**src/design/mss_pkg.sv**
```systemverilog
/*
  Package for the motor start sequencer: sequencer states, drive
  patterns, APB register map, field positions, reset values and timing.
  Assumes a single 20 MHz core clock.
*/
package mss_pkg;

  // Sequencer states
  typedef enum logic [4:0] {
    ST_POWER_ON   = 5'h00,
    ST_LOAD_NVM   = 5'h01,
    ST_STANDBY    = 5'h02,
    ST_ISD_CHECK  = 5'h03,
    ST_ISD_SENSE  = 5'h04,
    ST_SPIN_DIR   = 5'h05,
    ST_FWD_CHECK  = 5'h06,
    ST_REV_CHECK  = 5'h07,
    ST_REV_SPEED  = 5'h08,
    ST_REV_CL_DEC = 5'h09,
    ST_REV_OL_DEC = 5'h0A,
    ST_COAST_CHK  = 5'h0B,
    ST_COAST      = 5'h0C,
    ST_BRAKE_CHK  = 5'h0D,
    ST_BRAKE      = 5'h0E,
    ST_STARTUP    = 5'h0F,
    ST_OL_ACCEL   = 5'h10,
    ST_CLOSED     = 5'h11,
    ST_DIR_POLICY = 5'h12
  } mss_state_t;

  // Power stage pattern requested from the gate logic
  typedef enum logic [2:0] {
    DRV_OFF       = 3'h0,
    DRV_COAST     = 3'h1,
    DRV_BRAKE_LS  = 3'h2,
    DRV_BRAKE_HS  = 3'h3,
    DRV_STARTUP   = 3'h4,
    DRV_OPEN_LOOP = 3'h5,
    DRV_FOC       = 3'h6,
    DRV_SENSE     = 3'h7
  } mss_drive_t;

  // Register byte addresses
  localparam logic [7:0] ADDR_CTRL = 8'h00;
  localparam logic [7:0] ADDR_SPEED_THR = 8'h04;
  localparam logic [7:0] ADDR_BEMF_THR = 8'h08;
  localparam logic [7:0] ADDR_TIMES = 8'h0C;
  localparam logic [7:0] ADDR_BRAKE_CUR = 8'h10;
  localparam logic [7:0] ADDR_STATUS = 8'h14;
  localparam logic [7:0] ADDR_SPEED_REF = 8'h18;

  // CTRL field positions
  localparam int CTRL_INITIAL_SPIN_DETECT_ENABLE = 0;
  localparam int CTRL_FWD_CATCH_EN = 1;
  localparam int CTRL_REV_DRV_EN = 2;
  localparam int CTRL_COAST_EN = 3;
  localparam int CTRL_BRAKE_EN = 4;
  localparam int CTRL_BRAKE_TYPE = 5;
  localparam int CTRL_BRAKE_SIDE = 6;
  localparam int CTRL_REV_POLICY = 7;
  localparam int CTRL_DEVICE_MODE_SELECT = 8;
  localparam int CTRL_DIR_CMD = 9;
  localparam int CTRL_BITS = 10;

  // Reset values (also the defaults taken from nonvolatile memory)
  localparam logic [9:0] CTRL_RST = 10'h011;
  localparam logic [31:0] SPEED_THR_RST = 32'h0200_0400;
  localparam logic [31:0] BEMF_THR_RST = 32'h0040_0080;
  localparam logic [31:0] TIMES_RST = 32'h0064_0064;
  localparam logic [31:0] BRAKE_CUR_RST = 32'h0010_0020;

  // Time units of the duration fields and load time of parameters
  localparam int CLK_HZ = 20_000_000;
  localparam int TIME_UNIT_US = 10;
  localparam int UNIT_CYC = (TIME_UNIT_US * (CLK_HZ / 1_000_000));
  localparam logic [7:0] UNIT_CYC_W = 8'(UNIT_CYC);
  localparam int NVM_LOAD_US = 2;
  localparam logic [7:0] NVM_LOAD_CYC = 8'(NVM_LOAD_US * (CLK_HZ / 1_000_000));

endpackage : mss_pkg

```
**src/design/mss_tick_timer.sv**
```systemverilog
/*
  Countdown in units of a fixed number of clock cycles.
  Assumes start is a one-cycle pulse; a new start restarts the count.
*/
`timescale 1ns/1ps
`default_nettype none
module mss_tick_timer (
  // Clock and reset
  input wire logic clk,
  input wire logic rst,
  // Control
  input wire logic start,
  input wire logic [15:0] units,
  // Status
  output logic done
);

  typedef struct packed {
    logic [7:0] pre;
    logic [15:0] cnt;
    logic run;
    logic done;
  } mss_tmr_t;

  mss_tmr_t s_q, s_d;

  // Prescaler and unit counter; done pulses once when count expires
  always_comb begin
    s_d = s_q;
    s_d.done = 1'b0;
    if (start) begin
      s_d.pre = 8'h00;
      s_d.cnt = units;
      s_d.run = 1'b1;
    end else if (s_q.run) begin
      if (s_q.cnt == 16'h0000) begin
        s_d.run = 1'b0;
        s_d.done = 1'b1;
      end else if (s_q.pre == mss_pkg::UNIT_CYC_W - 8'h01) begin
        s_d.pre = 8'h00;
        s_d.cnt = s_q.cnt - 16'h0001;
      end else begin
        s_d.pre = s_q.pre + 8'h01;
      end
    end
  end

  always_ff @(posedge clk or posedge rst) begin
    if (rst) begin
      s_q <= '0;
    end else begin
      s_q <= s_d;
    end
  end

  assign done = s_q.done;

endmodule : mss_tick_timer
`default_nettype wire

```
**src/design/mss_sequencer.sv**
```systemverilog
/*
  Motor start sequencer: decides how a sensorless three-phase drive is
  started, from standby through spin detection, catch, reverse drive,
  coast, brake, start-up and open loop into closed-loop FOC.
  Assumes measured back-EMF, speed, direction and phase current come
  synchronous to CORE_CLK from the estimator, and that the start-up
  method block reports completion with STARTUP_DONE.
*/
// Decided for this implementation: the placing of the registers and the APB interface to the registers.
`timescale 1ns/1ps
`default_nettype none
module mss_sequencer (
  // Clock and reset
  input wire logic CORE_CLK,
  input wire logic RESET,
  // APB slave
  input wire logic PSEL,
  input wire logic PENABLE,
  input wire logic PWRITE,
  input wire logic [7:0] PADDR,
  input wire logic [31:0] PWDATA,
  output logic [31:0] PRDATA,
  output logic PREADY,
  output logic PSLVERR,
  // Nonvolatile memory load handshake
  input wire logic NVM_READY,
  // Measurements from the estimator
  input wire logic [15:0] BEMF_LEVEL,
  input wire logic [15:0] SPEED_EST,
  input wire logic SPIN_DIR_EST,
  input wire logic [15:0] PHASE_CURRENT_MAX,
  input wire logic SPEED_COMMAND_WAKE_PIN,
  // Start-up method block
  input wire logic STARTUP_DONE,
  // Drive outputs
  output logic [2:0] DRIVE_MODE,
  output logic SEED_FROM_ISD,
  output logic SLEEP_REQ,
  output logic STANDBY_REQ,
  output logic PHASE_SENSE_EN,
  output logic READY
);

  ////////////////////////////////////////////////////////////////////////
  // State

  typedef struct packed {
    mss_pkg::mss_state_t st;
    logic [mss_pkg::CTRL_BITS-1:0] ctrl;
    logic [31:0] speed_thr;
    logic [31:0] bemf_thr;
    logic [31:0] times;
    logic [31:0] brake_cur;
    logic [15:0] speed_ref;
    logic dir_now;
    logic dir_pend;
    logic [7:0] load_cnt;
    logic [15:0] settle_cnt;
    logic tmr_start;
    logic [15:0] tmr_units;
    logic [2:0] drive;
    logic seed;
    logic sleep;
    logic standby;
    logic sense;
    logic ready;
    logic [31:0] rdata;
  } mss_seq_t;

  mss_seq_t s_q, s_d;
  logic tmr_done;
  logic apb_wr;
  logic apb_rd;
  logic [15:0] fwd_thr;
  logic [15:0] handoff_thr;
  logic [15:0] stat_thr;
  logic [15:0] tach_thr;
  logic [15:0] coast_units;
  logic [15:0] brake_units;
  logic [15:0] cur_thr;
  logic [15:0] settle_len;
  logic spin_fwd;

  ////////////////////////////////////////////////////////////////////////
  // Field views

  // Threshold and duration fields split out of the packed registers
  assign fwd_thr = s_q.speed_thr[15:0];
  assign handoff_thr = s_q.speed_thr[31:16];
  assign stat_thr = s_q.bemf_thr[15:0];
  assign tach_thr = s_q.bemf_thr[31:16];
  assign coast_units = s_q.times[15:0];
  assign brake_units = s_q.times[31:16];
  assign cur_thr = s_q.brake_cur[15:0];
  assign settle_len = s_q.brake_cur[31:16];
  assign spin_fwd = (SPIN_DIR_EST == s_q.dir_now); // Forward means commanded way

  // APB: zero wait states, every access completes in its access phase
  assign apb_wr = PSEL && PENABLE && PWRITE;
  assign apb_rd = PSEL && !PWRITE;
  assign PREADY = 1'b1;
  assign PSLVERR = 1'b0;
  assign PRDATA = s_q.rdata;

  ////////////////////////////////////////////////////////////////////////
  // Shared duration timer for coast and brake

  mss_tick_timer u_timer (
    .clk(CORE_CLK),
    .rst(RESET),
    .start(s_q.tmr_start),
    .units(s_q.tmr_units),
    .done(tmr_done)
  );

  ////////////////////////////////////////////////////////////////////////
  // Next-state logic: registers, then the sequencer

  always_comb begin
    s_d = s_q;
    s_d.tmr_start = 1'b0;

    // Register writes; the direction command is edge-captured
    if (apb_wr) begin
      unique case (PADDR)
        mss_pkg::ADDR_CTRL: s_d.ctrl = PWDATA[mss_pkg::CTRL_BITS-1:0];
        mss_pkg::ADDR_SPEED_THR: s_d.speed_thr = PWDATA;
        mss_pkg::ADDR_BEMF_THR: s_d.bemf_thr = PWDATA;
        mss_pkg::ADDR_TIMES: s_d.times = PWDATA;
        mss_pkg::ADDR_BRAKE_CUR: s_d.brake_cur = PWDATA;
        mss_pkg::ADDR_SPEED_REF: s_d.speed_ref = PWDATA[15:0];
        default: ;
      endcase
    end
    if (s_d.ctrl[mss_pkg::CTRL_DIR_CMD] != s_q.dir_now && !s_q.dir_pend) begin
      s_d.dir_pend = 1'b1; // Command latched until the sequencer acts on it
    end

    // Read data captured in the setup phase, held through access
    if (apb_rd && !PENABLE) begin
      unique case (PADDR)
        mss_pkg::ADDR_CTRL: s_d.rdata = {22'h000000, s_q.ctrl};
        mss_pkg::ADDR_SPEED_THR: s_d.rdata = s_q.speed_thr;
        mss_pkg::ADDR_BEMF_THR: s_d.rdata = s_q.bemf_thr;
        mss_pkg::ADDR_TIMES: s_d.rdata = s_q.times;
        mss_pkg::ADDR_BRAKE_CUR: s_d.rdata = s_q.brake_cur;
        mss_pkg::ADDR_STATUS: s_d.rdata = {22'h000000, s_q.ready, s_q.dir_now,
                                          s_q.drive, s_q.st};
        mss_pkg::ADDR_SPEED_REF: s_d.rdata = {16'h0000, s_q.speed_ref};
        default: s_d.rdata = 32'h0000_0000;
      endcase
    end

    unique case (s_q.st)
      // Peripherals set up, parameters pulled from memory
      mss_pkg::ST_POWER_ON: begin
        s_d.drive = mss_pkg::DRV_OFF;
        s_d.load_cnt = mss_pkg::NVM_LOAD_CYC;
        s_d.st = mss_pkg::ST_LOAD_NVM;
      end
      mss_pkg::ST_LOAD_NVM: begin
        if (s_q.load_cnt != 8'h00) begin
          s_d.load_cnt = s_q.load_cnt - 8'h01;
        end else if (NVM_READY) begin
          s_d.ready = 1'b1;
          s_d.dir_now = s_q.ctrl[mss_pkg::CTRL_DIR_CMD];
          s_d.dir_pend = 1'b0;
          s_d.st = mss_pkg::ST_STANDBY;
        end
      end
      // Idle with zero reference; low-power flavour from mode and pin
      mss_pkg::ST_STANDBY: begin
        s_d.drive = mss_pkg::DRV_OFF;
        s_d.seed = 1'b0;
        s_d.dir_now = s_q.ctrl[mss_pkg::CTRL_DIR_CMD]; // No motion, take command
        s_d.dir_pend = 1'b0;
        s_d.sleep = s_q.ctrl[mss_pkg::CTRL_DEVICE_MODE_SELECT] && !SPEED_COMMAND_WAKE_PIN;
        s_d.standby = !(s_q.ctrl[mss_pkg::CTRL_DEVICE_MODE_SELECT] && !SPEED_COMMAND_WAKE_PIN);
        if (s_q.speed_ref != 16'h0000) begin
          s_d.sleep = 1'b0;
          s_d.standby = 1'b0;
          s_d.st = mss_pkg::ST_ISD_CHECK;
        end
      end
      mss_pkg::ST_DIR_POLICY: begin
        s_d.dir_now = ~s_q.dir_now;
        s_d.dir_pend = 1'b0;
        s_d.st = s_q.ctrl[mss_pkg::CTRL_REV_POLICY] ? mss_pkg::ST_REV_SPEED
                                                    : mss_pkg::ST_ISD_CHECK;
      end
      mss_pkg::ST_ISD_CHECK: begin
        s_d.st = s_q.ctrl[mss_pkg::CTRL_INITIAL_SPIN_DETECT_ENABLE] ? mss_pkg::ST_ISD_SENSE
                                                : mss_pkg::ST_BRAKE_CHK;
      end
      // Phase voltages sensed with bridges off
      mss_pkg::ST_ISD_SENSE: begin
        s_d.drive = mss_pkg::DRV_SENSE;
        s_d.sense = 1'b1;
        if (BEMF_LEVEL < stat_thr || BEMF_LEVEL < tach_thr) begin
          s_d.st = mss_pkg::ST_BRAKE_CHK;
        end else begin
          s_d.st = mss_pkg::ST_SPIN_DIR;
        end
      end
      mss_pkg::ST_SPIN_DIR: begin
        s_d.sense = 1'b0;
        s_d.st = spin_fwd ? mss_pkg::ST_FWD_CHECK : mss_pkg::ST_REV_CHECK;
      end
      mss_pkg::ST_FWD_CHECK: begin
        if (!s_q.ctrl[mss_pkg::CTRL_FWD_CATCH_EN]) begin
          s_d.st = mss_pkg::ST_COAST_CHK;
        end else if (SPEED_EST > fwd_thr) begin
          s_d.seed = 1'b1;
          s_d.st = mss_pkg::ST_CLOSED;
        end else begin
          s_d.st = mss_pkg::ST_OL_ACCEL;
        end
      end
      mss_pkg::ST_REV_CHECK: begin
        s_d.st = s_q.ctrl[mss_pkg::CTRL_REV_DRV_EN] ? mss_pkg::ST_REV_SPEED
                                                    : mss_pkg::ST_COAST_CHK;
      end
      mss_pkg::ST_REV_SPEED: begin
        s_d.st = (SPEED_EST > handoff_thr) ? mss_pkg::ST_REV_CL_DEC
                                           : mss_pkg::ST_REV_OL_DEC;
      end
      // Reverse deceleration under FOC while speed allows it
      mss_pkg::ST_REV_CL_DEC: begin
        s_d.drive = mss_pkg::DRV_FOC;
        if (SPEED_EST <= handoff_thr) begin
          s_d.st = mss_pkg::ST_REV_OL_DEC;
        end
      end
      // Open loop down to zero; direction flip marks the crossover
      mss_pkg::ST_REV_OL_DEC: begin
        s_d.drive = mss_pkg::DRV_OPEN_LOOP;
        if (SPEED_EST == 16'h0000 || spin_fwd) begin
          s_d.st = mss_pkg::ST_OL_ACCEL;
        end
      end
      mss_pkg::ST_COAST_CHK: begin
        if (s_q.ctrl[mss_pkg::CTRL_COAST_EN]) begin
          s_d.tmr_start = 1'b1;
          s_d.tmr_units = coast_units;
          s_d.st = mss_pkg::ST_COAST;
        end else begin
          s_d.st = mss_pkg::ST_BRAKE_CHK;
        end
      end
      mss_pkg::ST_COAST: begin
        s_d.drive = mss_pkg::DRV_COAST;
        if (tmr_done) begin
          s_d.st = mss_pkg::ST_BRAKE_CHK;
        end
      end
      mss_pkg::ST_BRAKE_CHK: begin
        s_d.seed = 1'b0;
        if (s_q.ctrl[mss_pkg::CTRL_BRAKE_EN]) begin
          s_d.tmr_start = 1'b1;
          s_d.tmr_units = brake_units;
          s_d.settle_cnt = 16'h0000;
          s_d.st = mss_pkg::ST_BRAKE;
        end else begin
          s_d.st = mss_pkg::ST_STARTUP;
        end
      end
      // Brake: timer bounds both types; current type also exits on settle
      mss_pkg::ST_BRAKE: begin
        if (s_q.ctrl[mss_pkg::CTRL_BRAKE_TYPE]) begin
          s_d.drive = mss_pkg::DRV_BRAKE_LS;
          if (PHASE_CURRENT_MAX < cur_thr) begin
            s_d.settle_cnt = s_q.settle_cnt + 16'h0001;
          end else begin
            s_d.settle_cnt = 16'h0000;
          end
          if (s_q.settle_cnt >= settle_len || tmr_done) begin
            s_d.st = mss_pkg::ST_STARTUP;
          end
        end else begin
          s_d.drive = s_q.ctrl[mss_pkg::CTRL_BRAKE_SIDE] ? mss_pkg::DRV_BRAKE_HS
                                                         : mss_pkg::DRV_BRAKE_LS;
          if (tmr_done) begin
            s_d.st = mss_pkg::ST_STARTUP;
          end
        end
      end
      mss_pkg::ST_STARTUP: begin
        s_d.drive = mss_pkg::DRV_STARTUP;
        if (STARTUP_DONE) begin
          s_d.st = mss_pkg::ST_OL_ACCEL;
        end
      end
      mss_pkg::ST_OL_ACCEL: begin
        s_d.drive = mss_pkg::DRV_OPEN_LOOP;
        if (SPEED_EST > handoff_thr) begin
          s_d.st = mss_pkg::ST_CLOSED;
        end
      end
      mss_pkg::ST_CLOSED: begin
        s_d.drive = mss_pkg::DRV_FOC;
        s_d.seed = 1'b0;
      end
      default: s_d.st = mss_pkg::ST_POWER_ON;
    endcase

    // Run-time overrides: zero reference stops, direction change reroutes
    if (s_q.ready && s_q.st != mss_pkg::ST_STANDBY) begin
      if (s_q.speed_ref == 16'h0000) begin
        s_d.st = mss_pkg::ST_STANDBY;
        s_d.drive = mss_pkg::DRV_OFF;
        s_d.sense = 1'b0;
      end else if (s_q.dir_pend && s_q.st != mss_pkg::ST_DIR_POLICY) begin
        s_d.st = mss_pkg::ST_DIR_POLICY;
        s_d.sense = 1'b0;
      end
    end
  end

  ////////////////////////////////////////////////////////////////////////
  // State register

  // Reset values stand in for the memory image until loading finishes
  always_ff @(posedge CORE_CLK or posedge RESET) begin
    if (RESET) begin
      s_q <= '0;
      s_q.st <= mss_pkg::ST_POWER_ON;
      s_q.ctrl <= mss_pkg::CTRL_RST;
      s_q.speed_thr <= mss_pkg::SPEED_THR_RST;
      s_q.bemf_thr <= mss_pkg::BEMF_THR_RST;
      s_q.times <= mss_pkg::TIMES_RST;
      s_q.brake_cur <= mss_pkg::BRAKE_CUR_RST;
    end else begin
      s_q <= s_d;
    end
  end

  // Drive outputs straight from flip-flops
  assign DRIVE_MODE = s_q.drive;
  assign SEED_FROM_ISD = s_q.seed;
  assign SLEEP_REQ = s_q.sleep;
  assign STANDBY_REQ = s_q.standby;
  assign PHASE_SENSE_EN = s_q.sense;
  assign READY = s_q.ready;

endmodule : mss_sequencer
`default_nettype wire

```
**config.mk**
```make
export PLATFORM = sky130hd
export DESIGN_NAME = mss_sequencer
export DESIGN_NICKNAME = d
export VERILOG_FILES = /design/src/design/mss_pkg.sv /design/src/design/mss_tick_timer.sv /design/src/design/mss_sequencer.sv
export SDC_FILE = /design/constraint.sdc
export NUM_CORES = 1
export LEC_CHECK = 0
export ABC_CLOCK_PERIOD_IN_PS = 13350
export BUFFER_PORTS_ARGS = -buffer_cell sky130_fd_sc_hd__buf_2
export CAP_MARGIN = 40
export CELL_PAD_IN_SITES_DETAIL_PLACEMENT = 1
export CELL_PAD_IN_SITES_GLOBAL_PLACEMENT = 2
export CORE_ASPECT_RATIO = 1.75
export CORE_MARGIN = 4
export CORE_UTILIZATION = 42
export CTS_CLUSTER_DIAMETER = 40
export CTS_CLUSTER_SIZE = 25
export DETAILED_ROUTE_END_ITERATION = 16
export HOLD_SLACK_MARGIN = 0.03
export PLACE_DENSITY = 0.83
export SYNTH_ARGS = -nofsm -noshare
export SYNTH_HDL_FRONTEND = slang
export SYNTH_SLANG_ARGS = --single-unit
```
**constraint.sdc**
```tcl
create_clock -name CORE_CLK -period 13.35 [get_ports CORE_CLK]
set_input_delay 0.6675 -clock CORE_CLK [delete_from_list [all_inputs] [get_ports CORE_CLK]]
set_output_delay 0.6675 -clock CORE_CLK [all_outputs]
set_load 0.05 [all_outputs]
```
# Word level (Yosys, flattened, before mapping)
# Cells that the tools add are included.
# word_totals
ff_bits	268
latchBits	0
mem_bits_rw	0
rom_bits	0
output_inout_bits	42
wordCells	189
memories	0
# op_classes
n_addsub	4
mul	0
div	0
order_cmp	7
eq_ne	38
shift	0
muxes	65
bitwise_logic	2
reduce_logical	48
# op_table
operator	count
one-hot mux 32 bit (7 select lines)	1
two-way mux 154 bit	1
two-way mux 32 bit	4
one-hot mux 5 bit (19 select lines)	1
two-way mux 5 bit	15
two-way mux 16 bit	4
logical NOT 16 bit	3
less-than comparator 16 bit	3
equality test 5 x 4 -> 1 bit, second input constant	8
one-hot mux 17 bit (2 select lines)	1
two-way mux 33 bit	1
greater-than comparator 16 bit	2
one-hot mux 16 bit (2 select lines)	1
two-way mux 26 bit	1
two-way mux 25 bit	1
equality test 8 x 5 -> 1 bit, second input constant	3
two-way mux 24 bit	1
one-hot mux 3 bit (7 select lines)	1
equality test 5 x 3 -> 1 bit, second input constant	4
!= test 2 bit, second input constant	9
AND reduction 3 bit	6
two-way mux 17 bit	1
adder 16 x 1 -> 16 bit, second input constant	1
equality test 8 x 4 -> 1 bit, second input constant	2
36 further kinds	89

# Depth between registers and ports, before layout
# Gate-level depths: netlist of run 1.
# depth
depth_word	9
ltp_mapped	10
mapped_depth_nobuf	8

# Hierarchy
# From an unflattened synthesis of run 1, not the netlist that was laid out.
# hier_totals
hier_cells	1571
area_unflattened_um2	15140.8
# by_module_without_submodules
mod	n_inst	cells_per_inst	area_per_inst_um2
mss_sequencer	1	1394	13540.5
mss_tick_timer	1	177	1600.3

# Least setup slack after synthesis of run 1
# Ideal clock, no wire load.
# synth_path
path_type	input port to flip-flop
startpoint	in PADDR[1]
endpoint	reg s_q, in the netlist cur_thr[0]
setup_ps	127
arrival_ps	2502
required_time_ps	13223
slack_ps	10720
path_stages	6
path_cell_list	or4_4 -> or3b_4 -> nor3_4 -> and2_1 -> buf_4 -> mux2_1
# synth_via
elab_chain_cells	2
# synth_lines
element	line	text
start, declared	mss_sequencer.sv:20	input wire logic [7:0] PADDR,
equality test 8 x 5 -> 1 bit	mss_sequencer.sv:125	unique case (PADDR)
AND reduction 2 bit (no line)	--	
end, declared	mss_sequencer.sv:70	mss_seq_t s_q, s_d;
# No other way between the ends.
# A chain may end at the register's enable or synchronous reset.

# Worst setup path after layout of run 1
# Ends and elaborated chain as after synthesis.

==> results of run 1 <==
==> per-layer routing <==
metal / global-route usage / wire (µm) / vias up
met1: 0.3032 / 19180 / 6252
met4: 0.1379 / 3110 / 4
li1: - / - / 5637
met2: 0.4759 / 27160 / 314
met3: 0.03721 / 2180 / 127
met5: 0 / 33 / -
==> power groups by stage <==
stage / Sequential [mW] / Combinational, mW / Clock (mW)
global route: 0.891 / 0.438 / 1.00
floorplan: 0.897 / 0.261 / 0
detailed placement: 0.902 / 0.395 / 0
finish: 0.887 / 0.397 / 0.952
global placement: 0.900 / 0.381 / 0
CTS: 0.887 / 0.398 / 0.968
==> flip-flops by register name, summed over array words and instances, names as in the netlist <==
signal / cells
s_q: 122
SEED_FROM_ISD: 1
DRIVE_MODE: 3
PHASE_SENSE_EN: 1
SLEEP_REQ: 1
fwd_thr: 16
u_timer.done: 1
STANDBY_REQ: 1
PRDATA: 32
READY: 1
handoff_thr: 16
brake_units: 16
coast_units: 16
cur_thr: 16
u_timer.s_q: 25
==> final cells by class <==
type / instances / area [µm²] / area share
flip-flops and latches: 268 / 6724 / 0.3899
multi-input cells: 1022 / 7393 / 0.4287
clock buffers: 42 / 965.9 / 0.05601
diodes: 1 / 2.502 / 0.0001451
repair buffers: 161 / 939.7 / 0.05448
well taps: 465 / 581.8 / 0.03373
clock inverters: 24 / 211.5 / 0.01226
inverters: 112 / 427.9 / 0.02481
==> path summary, 6_finish.rpt <==
kind | start | to | cells after the start
worst max-delay path | PADDR[1] | cur_thr[0]$_DFFE_PP0P_ | 7
worst min-delay path | RESET | DRIVE_MODE[1]$_DFF_PP0_ | 2
worst max register to register | s_q[237]$_DFF_PP0_ | s_q[66]$_DFFE_PP0P_ | 7
worst min register to register | STANDBY_REQ$_DFFE_PP0P_ | STANDBY_REQ$_DFFE_PP0P_ | 2
max in group asynchronous | RESET | brake_units[2]$_DFFE_PP1P_ | 4
min in group CORE_CLK | SPEED_COMMAND_WAKE_PIN | SLEEP_REQ$_DFFE_PP0P_ | 2
==> layout by cell type (no fill, tap or decap), types with 5 or more instances in the layout <==
cell	n
mux2_2	123
a21o_1	34
clkbuf_16	38
and3_1	11
ha_1	97
clkinv_4	5
nand2b_1	16
a21oi_1	66
a221oi_1	20
nor2_1	56
a32oi_1	6
a22o_1	21
inv_6	6
xor2_1	8
nand3_1	21
o21ai_0	72
clkinv_2	5
dfstp_2	14
dfrtp_1	254
inv_1	111
a31oi_1	25
buf_2	136
o21ai_1	40
a211oi_1	7
nor3_1	18
nand4_1	25
buf_4	19
nor4_1	12
nand2_1	164
a22oi_1	55
or4_1	9
nor2b_1	14
==> critical path, stage by stage <==
cell	delay, ns
buf_2	0.12
or4_4	0.58
or3b_4	0.44
nor3_4	0.57
and2_2	0.25
buf_4	0.52
mux2_1	0.38
==> through the flow <==
| step | hold WS [ns] | cells |
|---|---|---|
| after global placement | 0.4613 | 2020 |
| after floorplan | 0.4463 | 1510 |
| after detailed placement | 0.4640 | 2028 |
| final | 0.2805 | 2095 |
| after CTS | 0.3381 | 2094 |
| after global routing | 0.3511 | 2094 |
==> logic make-up after synthesis <==
group           share of synthesized area
flops                              0.4446
mux                                0.1006
simple gates                       0.1255
other cells                     0.0004966
fa+ha+maj                         0.08025
buf+inv                           0.06784
xor+xnor                         0.006371
compound gates                     0.1743
==> key figures, run 1 <==
Timing
  • Slew Limit Fails: 0
  • Fmax: 0.3160 GHz
  • Final Hold Fails: 0
  • Sum Neg Setup Slack: 0 ns
  • RSZ-0062 raised after global routing: false
  • Fin worst setup slack: roughly 10 ns
  • Period minus WS final: 3.164 ns
  • Setup violators final: 0
  • Final period utilization: 0.2370
  • Rel. slew slack: 0.4403
  • Clk_skew: 0.02746 ns
  • Worst Max-Slew Pin Slew: 0.8396 ns

Pwr
  • Flop pwr share: 0.397
  • Internal: 1.517 mW
  • Switch Pwr: 0.7193 mW
  • Worst VDD drop: 0.09463 mV
  • Static Leak: 8.234 nW
  • Clock share of power: 0.426
  • Power density cells: 129.7 nW/µm²
  • Tot Pwr: 2.237 mW
  • Sw frac: 0.3216
  • Gate power share: 0.178

Final layout
  • Layout cell share with drive strength beyond 1: 0.2357
  • Area Overhead vs Synth: 14.04%
  • Layout Utilization: 0.4871
  • Design area: 17,250 µm²
  • Fillcell total: just under 4,000
  • Final #Nets: 1,796

Place
  • PortBufs: 136
  • DP Area: roughly 16,000 µm²
  • GPL Wtd Cong: 0.8931
  • DP Worst Slack: 9.662 ns
  • Final HPWL DP: 39,260 µm

Drt
  • DRC viols: 0
  • Antenna viol nets, final: 0
  • Vias per Instance: about 5.9
  • Drt wl/cell: 24.66 µm
  • DRT Pass-1 Iters: 5
  • Post-Route WL: 51,670 µm
  • Via count: 12,334
  • Initial DRC Count: 550

Global route
  • Global Route Usage Sum: 0.2662
  • Antenna violations before repair: 2
  • First-pass GRT wire length: 78,870 µm
  • GRT overflow: 0
  • Vias in the first global route: 13,368
  • Largest net degree at the start of global routing: 114

Clocking
  • # hold bufs at CTS: 0
  • Clock slew at reported path FFs: 0.06 ns
  • Clock latency on the worst-skew pair: between 0.5 and 0.6 ns
  • CTS resizes: 0
  • CTS buffer count: 37
  • CTS Sinks: 268
  • Postcts setup bufs: 0
  • H-tree depth: 2
  • CTS tree: done
  • Root Buffer: clkbuf_16
  • CTS Buffer Depth: 3

Status
  • Status: finished, final reports clean

Die
  • Total core area: 35,410 µm²
  • Die Span Y: 259.0 µm
  • # IOs: 139
  • Initial Util: 0.4271
  • Die ar.: 39,230 µm²
  • Core Rows: 91
  • Die X-Extent: ~150 µm

Critical path
  • WP data arrival: ~3.6 ns
  • Peak fanout along the critical path: 62
  • CP Capture Type: flop
  • Worst reg-to-reg setup slack: 10.30 ns
  • Setup crit start kind: input port
  • Worst path required time: about 14 ns
  • WS Path Type: in -> reg

Hold path
  • Min-delay worst type: in -> async

Synthesis
  • Syn Inst Count: 1,510
  • Synth Area per Inst: 10.02 µm²
  • Post-synth EDFFs: 0
  • Post-synth top cells: 254 x dfrtp_1, 164 x nand2_1, 123 x mux2_2
  • Main flop type after synthesis: dfrtp_1
  • Synth Warn #: 0
  • Sequential element share of the synthesized area: 0.4446
  • Synthesized area: approximately 15,000 µm²
  • Cell taking the most area after synthesis: dfrtp_1
  • Syn nets: between 1,500 and 2,000
  • Netlist cell types: 79
  • #FFs+latches synth: 268
  • FFs w/ async S/R, synth: 1.000
  • Count leader, synth: dfrtp_1
  • Top post-synthesis cells by area: dfrtp_1 42%, mux2_2 9.2%, ha_1 8.0%
  • Yosys top cell area share: 0.4203

Run
  • Max-cap violations: 0
Power figures use the tool's default switching activity.
==> inputs of run 2 (changes only) <==
--- a/config.mk
+++ b/config.mk
@@ -5,19 +5,19 @@
 export SDC_FILE = /design/constraint.sdc
 export NUM_CORES = 1
 export LEC_CHECK = 0
-export ABC_CLOCK_PERIOD_IN_PS = 13350
+export ABC_CLOCK_PERIOD_IN_PS = 2600
 export BUFFER_PORTS_ARGS = -buffer_cell sky130_fd_sc_hd__buf_2
 export CAP_MARGIN = 40
 export CELL_PAD_IN_SITES_DETAIL_PLACEMENT = 1
 export CELL_PAD_IN_SITES_GLOBAL_PLACEMENT = 2
 export CORE_ASPECT_RATIO = 1.75
 export CORE_MARGIN = 4
-export CORE_UTILIZATION = 42
+export CORE_UTILIZATION = 35
 export CTS_CLUSTER_DIAMETER = 40
 export CTS_CLUSTER_SIZE = 25
 export DETAILED_ROUTE_END_ITERATION = 16
 export HOLD_SLACK_MARGIN = 0.03
-export PLACE_DENSITY = 0.83
+export PLACE_DENSITY = 0.74
 export SYNTH_ARGS = -nofsm -noshare
 export SYNTH_HDL_FRONTEND = slang
 export SYNTH_SLANG_ARGS = --single-unit
==> constraint.sdc (replaced) <==
create_clock -name CORE_CLK -period 2.6 [get_ports CORE_CLK]
set_input_delay 0.13 -clock CORE_CLK [delete_from_list [all_inputs] [get_ports CORE_CLK]]
set_output_delay 0.13 -clock CORE_CLK [all_outputs]
set_load 0.05 [all_outputs]
==> key figures, run 2 (synthesized netlist as in run 1, its figures left out) <==
Final layout
  • Layout cell share with drive strength beyond 1: 0.2528 (+0.01705)
  • Final #Nets: 1,877 (+4.5%)
  • Reg area: 6724 µm² (unchanged)
  • Register with the most flip-flops: s_q
  • Most common cell after layout, fill and taps aside: dfrtp_1
  • Most frequent cells in the layout: 254 x dfrtp_1, 164 x nand2_1, 136 x buf_2, 123 x mux2_2, 110 x inv_1
  • Design area: 18,180 µm² (+5.4%)
  • Max reg flops: 122 (unchanged)
  • Multi-input gate area: 7413 µm² (+0.27%)
  • Fillcell total: 4,825 (+22%)
  • Area Overhead vs Synth: 20.21%

Drt
  • Via count: 12,677 (+2.8%)
  • Antenna viol nets, final: 0 (unchanged)
  • Post-Route WL: 55,990 µm (+8.4%)
  • DRC viols: 0 (unchanged)
  • Drt wl/cell: 24.65 µm (about the same)
  • Vias per Instance: 5.582 (-5.2%)
  • Initial DRC Count: 713 (+30%)
  • DRT Pass-1 Iters: 5 (unchanged)

Clocking
  • CTS tree: done
  • Clock slew at reported path FFs: 0.06 ns (about the same)
  • CTS Buffer Depth: 3 (unchanged)
  • CTS Sinks: 268 (unchanged)
  • CTS buffer count: 34 (-8.1%)
  • Clock latency on the worst-skew pair: 0.54 ns (about the same)
  • H-tree depth: 2 (unchanged)
  • Root Buffer: clkbuf_16

Die
  • Total core area: 42,670 µm² (+20%)
  • Die Span Y: 283.0 µm (+9.3%)
  • Core Rows: 100 (+9.9%)
  • Die ar.: 46,730 µm² (+19%)
  • Die X-Extent: 165.1 µm (+9.0%)
  • # IOs: 139 (unchanged)
  • Initial Util: 0.3545 (-0.07263)

Timing
  • Final Hold Fails: 0 (unchanged)
  • RSZ-0062 raised after global routing: false
  • Worst Max-Slew Pin Slew: 0.9072 ns (+0.06767 ns)
  • Fmax: roughly 0.40 GHz
  • Final period utilization: 0.9587
  • Rel. slew slack: 0.3952 (-0.04511)
  • Minimum hold slack: 0.07604 ns (-0.2045 ns)
  • Slew Limit Fails: 0 (unchanged)
  • Setup violators final: 0 (unchanged)
  • Fin worst setup slack: 0.1074 ns (-10.08 ns)
  • Sum Neg Setup Slack: 0 ns (unchanged)
  • Period minus WS final: ~2.5 ns
  • Clk_skew: 0.01906 ns (-0.008406 ns)

Critical path
  • Worst reg-to-reg setup slack: 0.11 ns (-10.19 ns)
  • Crit path from: cur_thr[2]$_DFFE_PP0P_
  • R2R Path Start: cur_thr[2]$_DFFE_PP0P_
  • CP Capture Type: flop
  • Peak fanout along the critical path: 15 (-76%)
  • Worst path required time: 3.06 ns (-10.71 ns)
  • WP data arrival: 2.95 ns (-0.63 ns)
  • Setup crit start kind: flop
  • WS Path Type: reg -> reg

Place
  • GPL Wtd Cong: 0.9011 (+0.90%)
  • DP Worst Slack: 0.1064 ns (-9.555 ns)
  • Final HPWL DP: 43,580 µm (+11%)
  • PortBufs: 136 (unchanged)
  • DP Area: 16,630 µm² (+3.5%)

Global route
  • First-pass GRT wire length: 85,080 µm (+7.9%)
  • GRT overflow: 0 (unchanged)
  • Vias in the first global route: 13,684 (+2.4%)
  • Global Route Usage Sum: 0.2401 (-0.02618)
  • Largest net degree at the start of global routing: 42 (-63%)
  • Antenna violations before repair: 1 (-1)

Status
  • Status: finished, final reports clean

Run
  • Max-cap violations: 0 (unchanged)

Pwr
  • Static Leak: 8.635 nW (+4.9%)
  • Worst VDD drop: 0.3392 mV (+260%)
  • Tot Pwr: 11.71 mW (+420%)
  • Power density cells: 644.3 nW/µm² (+400%)

Hold path
  • Min-delay worst type: in -> reg
  • Hold_sp: STARTUP_DONE
[run 2: worst max-delay path, cell delays in order (launching register included)]
cell	delay, ns
dfrtp_1	0.36
inv_1	0.11
ha_1	0.26
a211oi_1	0.25
o21ai_1	0.12
a221o_1	0.43
a211oi_4	0.29
buf_4	0.16
buf_12	0.14
a41oi_1	0.13
a31oi_1	0.16
[run 2: power by group]
group / internal (mW) / switching (mW) / total, mW
logic: 0.852 / 1.46 / 2.31
registers: 4.35 / 0.208 / 4.56
clock network: 2.81 / 2.03 / 4.84
[run 2: worst paths after layout]
kind,end,depth (start not counted)
setup / recovery,s_q[66]$_DFFE_PP0P_,10
hold / removal,s_q[241]$_DFF_PP0_,5
setup reg to reg,s_q[66]$_DFFE_PP0P_,10
hold reg to reg,PRDATA[1]$_DFFE_PP0P_,1
max in group asynchronous,handoff_thr[9]$_DFFE_PP1P_,5
min in group asynchronous,u_timer.s_q[20]$_DFFE_PP0P_,3
[run 2: per-stage QoR]
step,util,instances
after floorplan,-,1510
after global placement,0.3895,2170
after detailed placement,0.3897,2171
after CTS,0.4246,2267
after global routing,0.4260,2270
final,0.4261,2271
[run 2: routing by layer]
metal | vias to the layer above | track usage | part of all wire
li1 | 5787 | - | -
met1 | 6473 | 0.2688 | 0.37
met2 | 309 | 0.4388 | 0.54
met3 | 108 | 0.02996 | 0.040
met4 | 0 | 0.1184 | 0.053
met5 | - | 0 | 0
[run 2: final cells by class]
class | instances | area share
well taps | 561 | 0.03861
diodes | 1 | 0.0001376
clock inverters | 15 | 0.009360
clock buffers | 47 | 0.05389
multi-input cells | 1022 | 0.4078
repair buffers | 245 | 0.09704
flip-flops and latches | 268 | 0.3699
inverters | 112 | 0.02333
[run 2: timing repair]
action | 4_1_cts | 5_1_grt
endpoints found under the setup margin | 0 | 3
buffers inserted | 0 | 2
hold buffers | 34 | 0
hold endpoints to repair | 170 | 0
resized for setup | 0 | 5
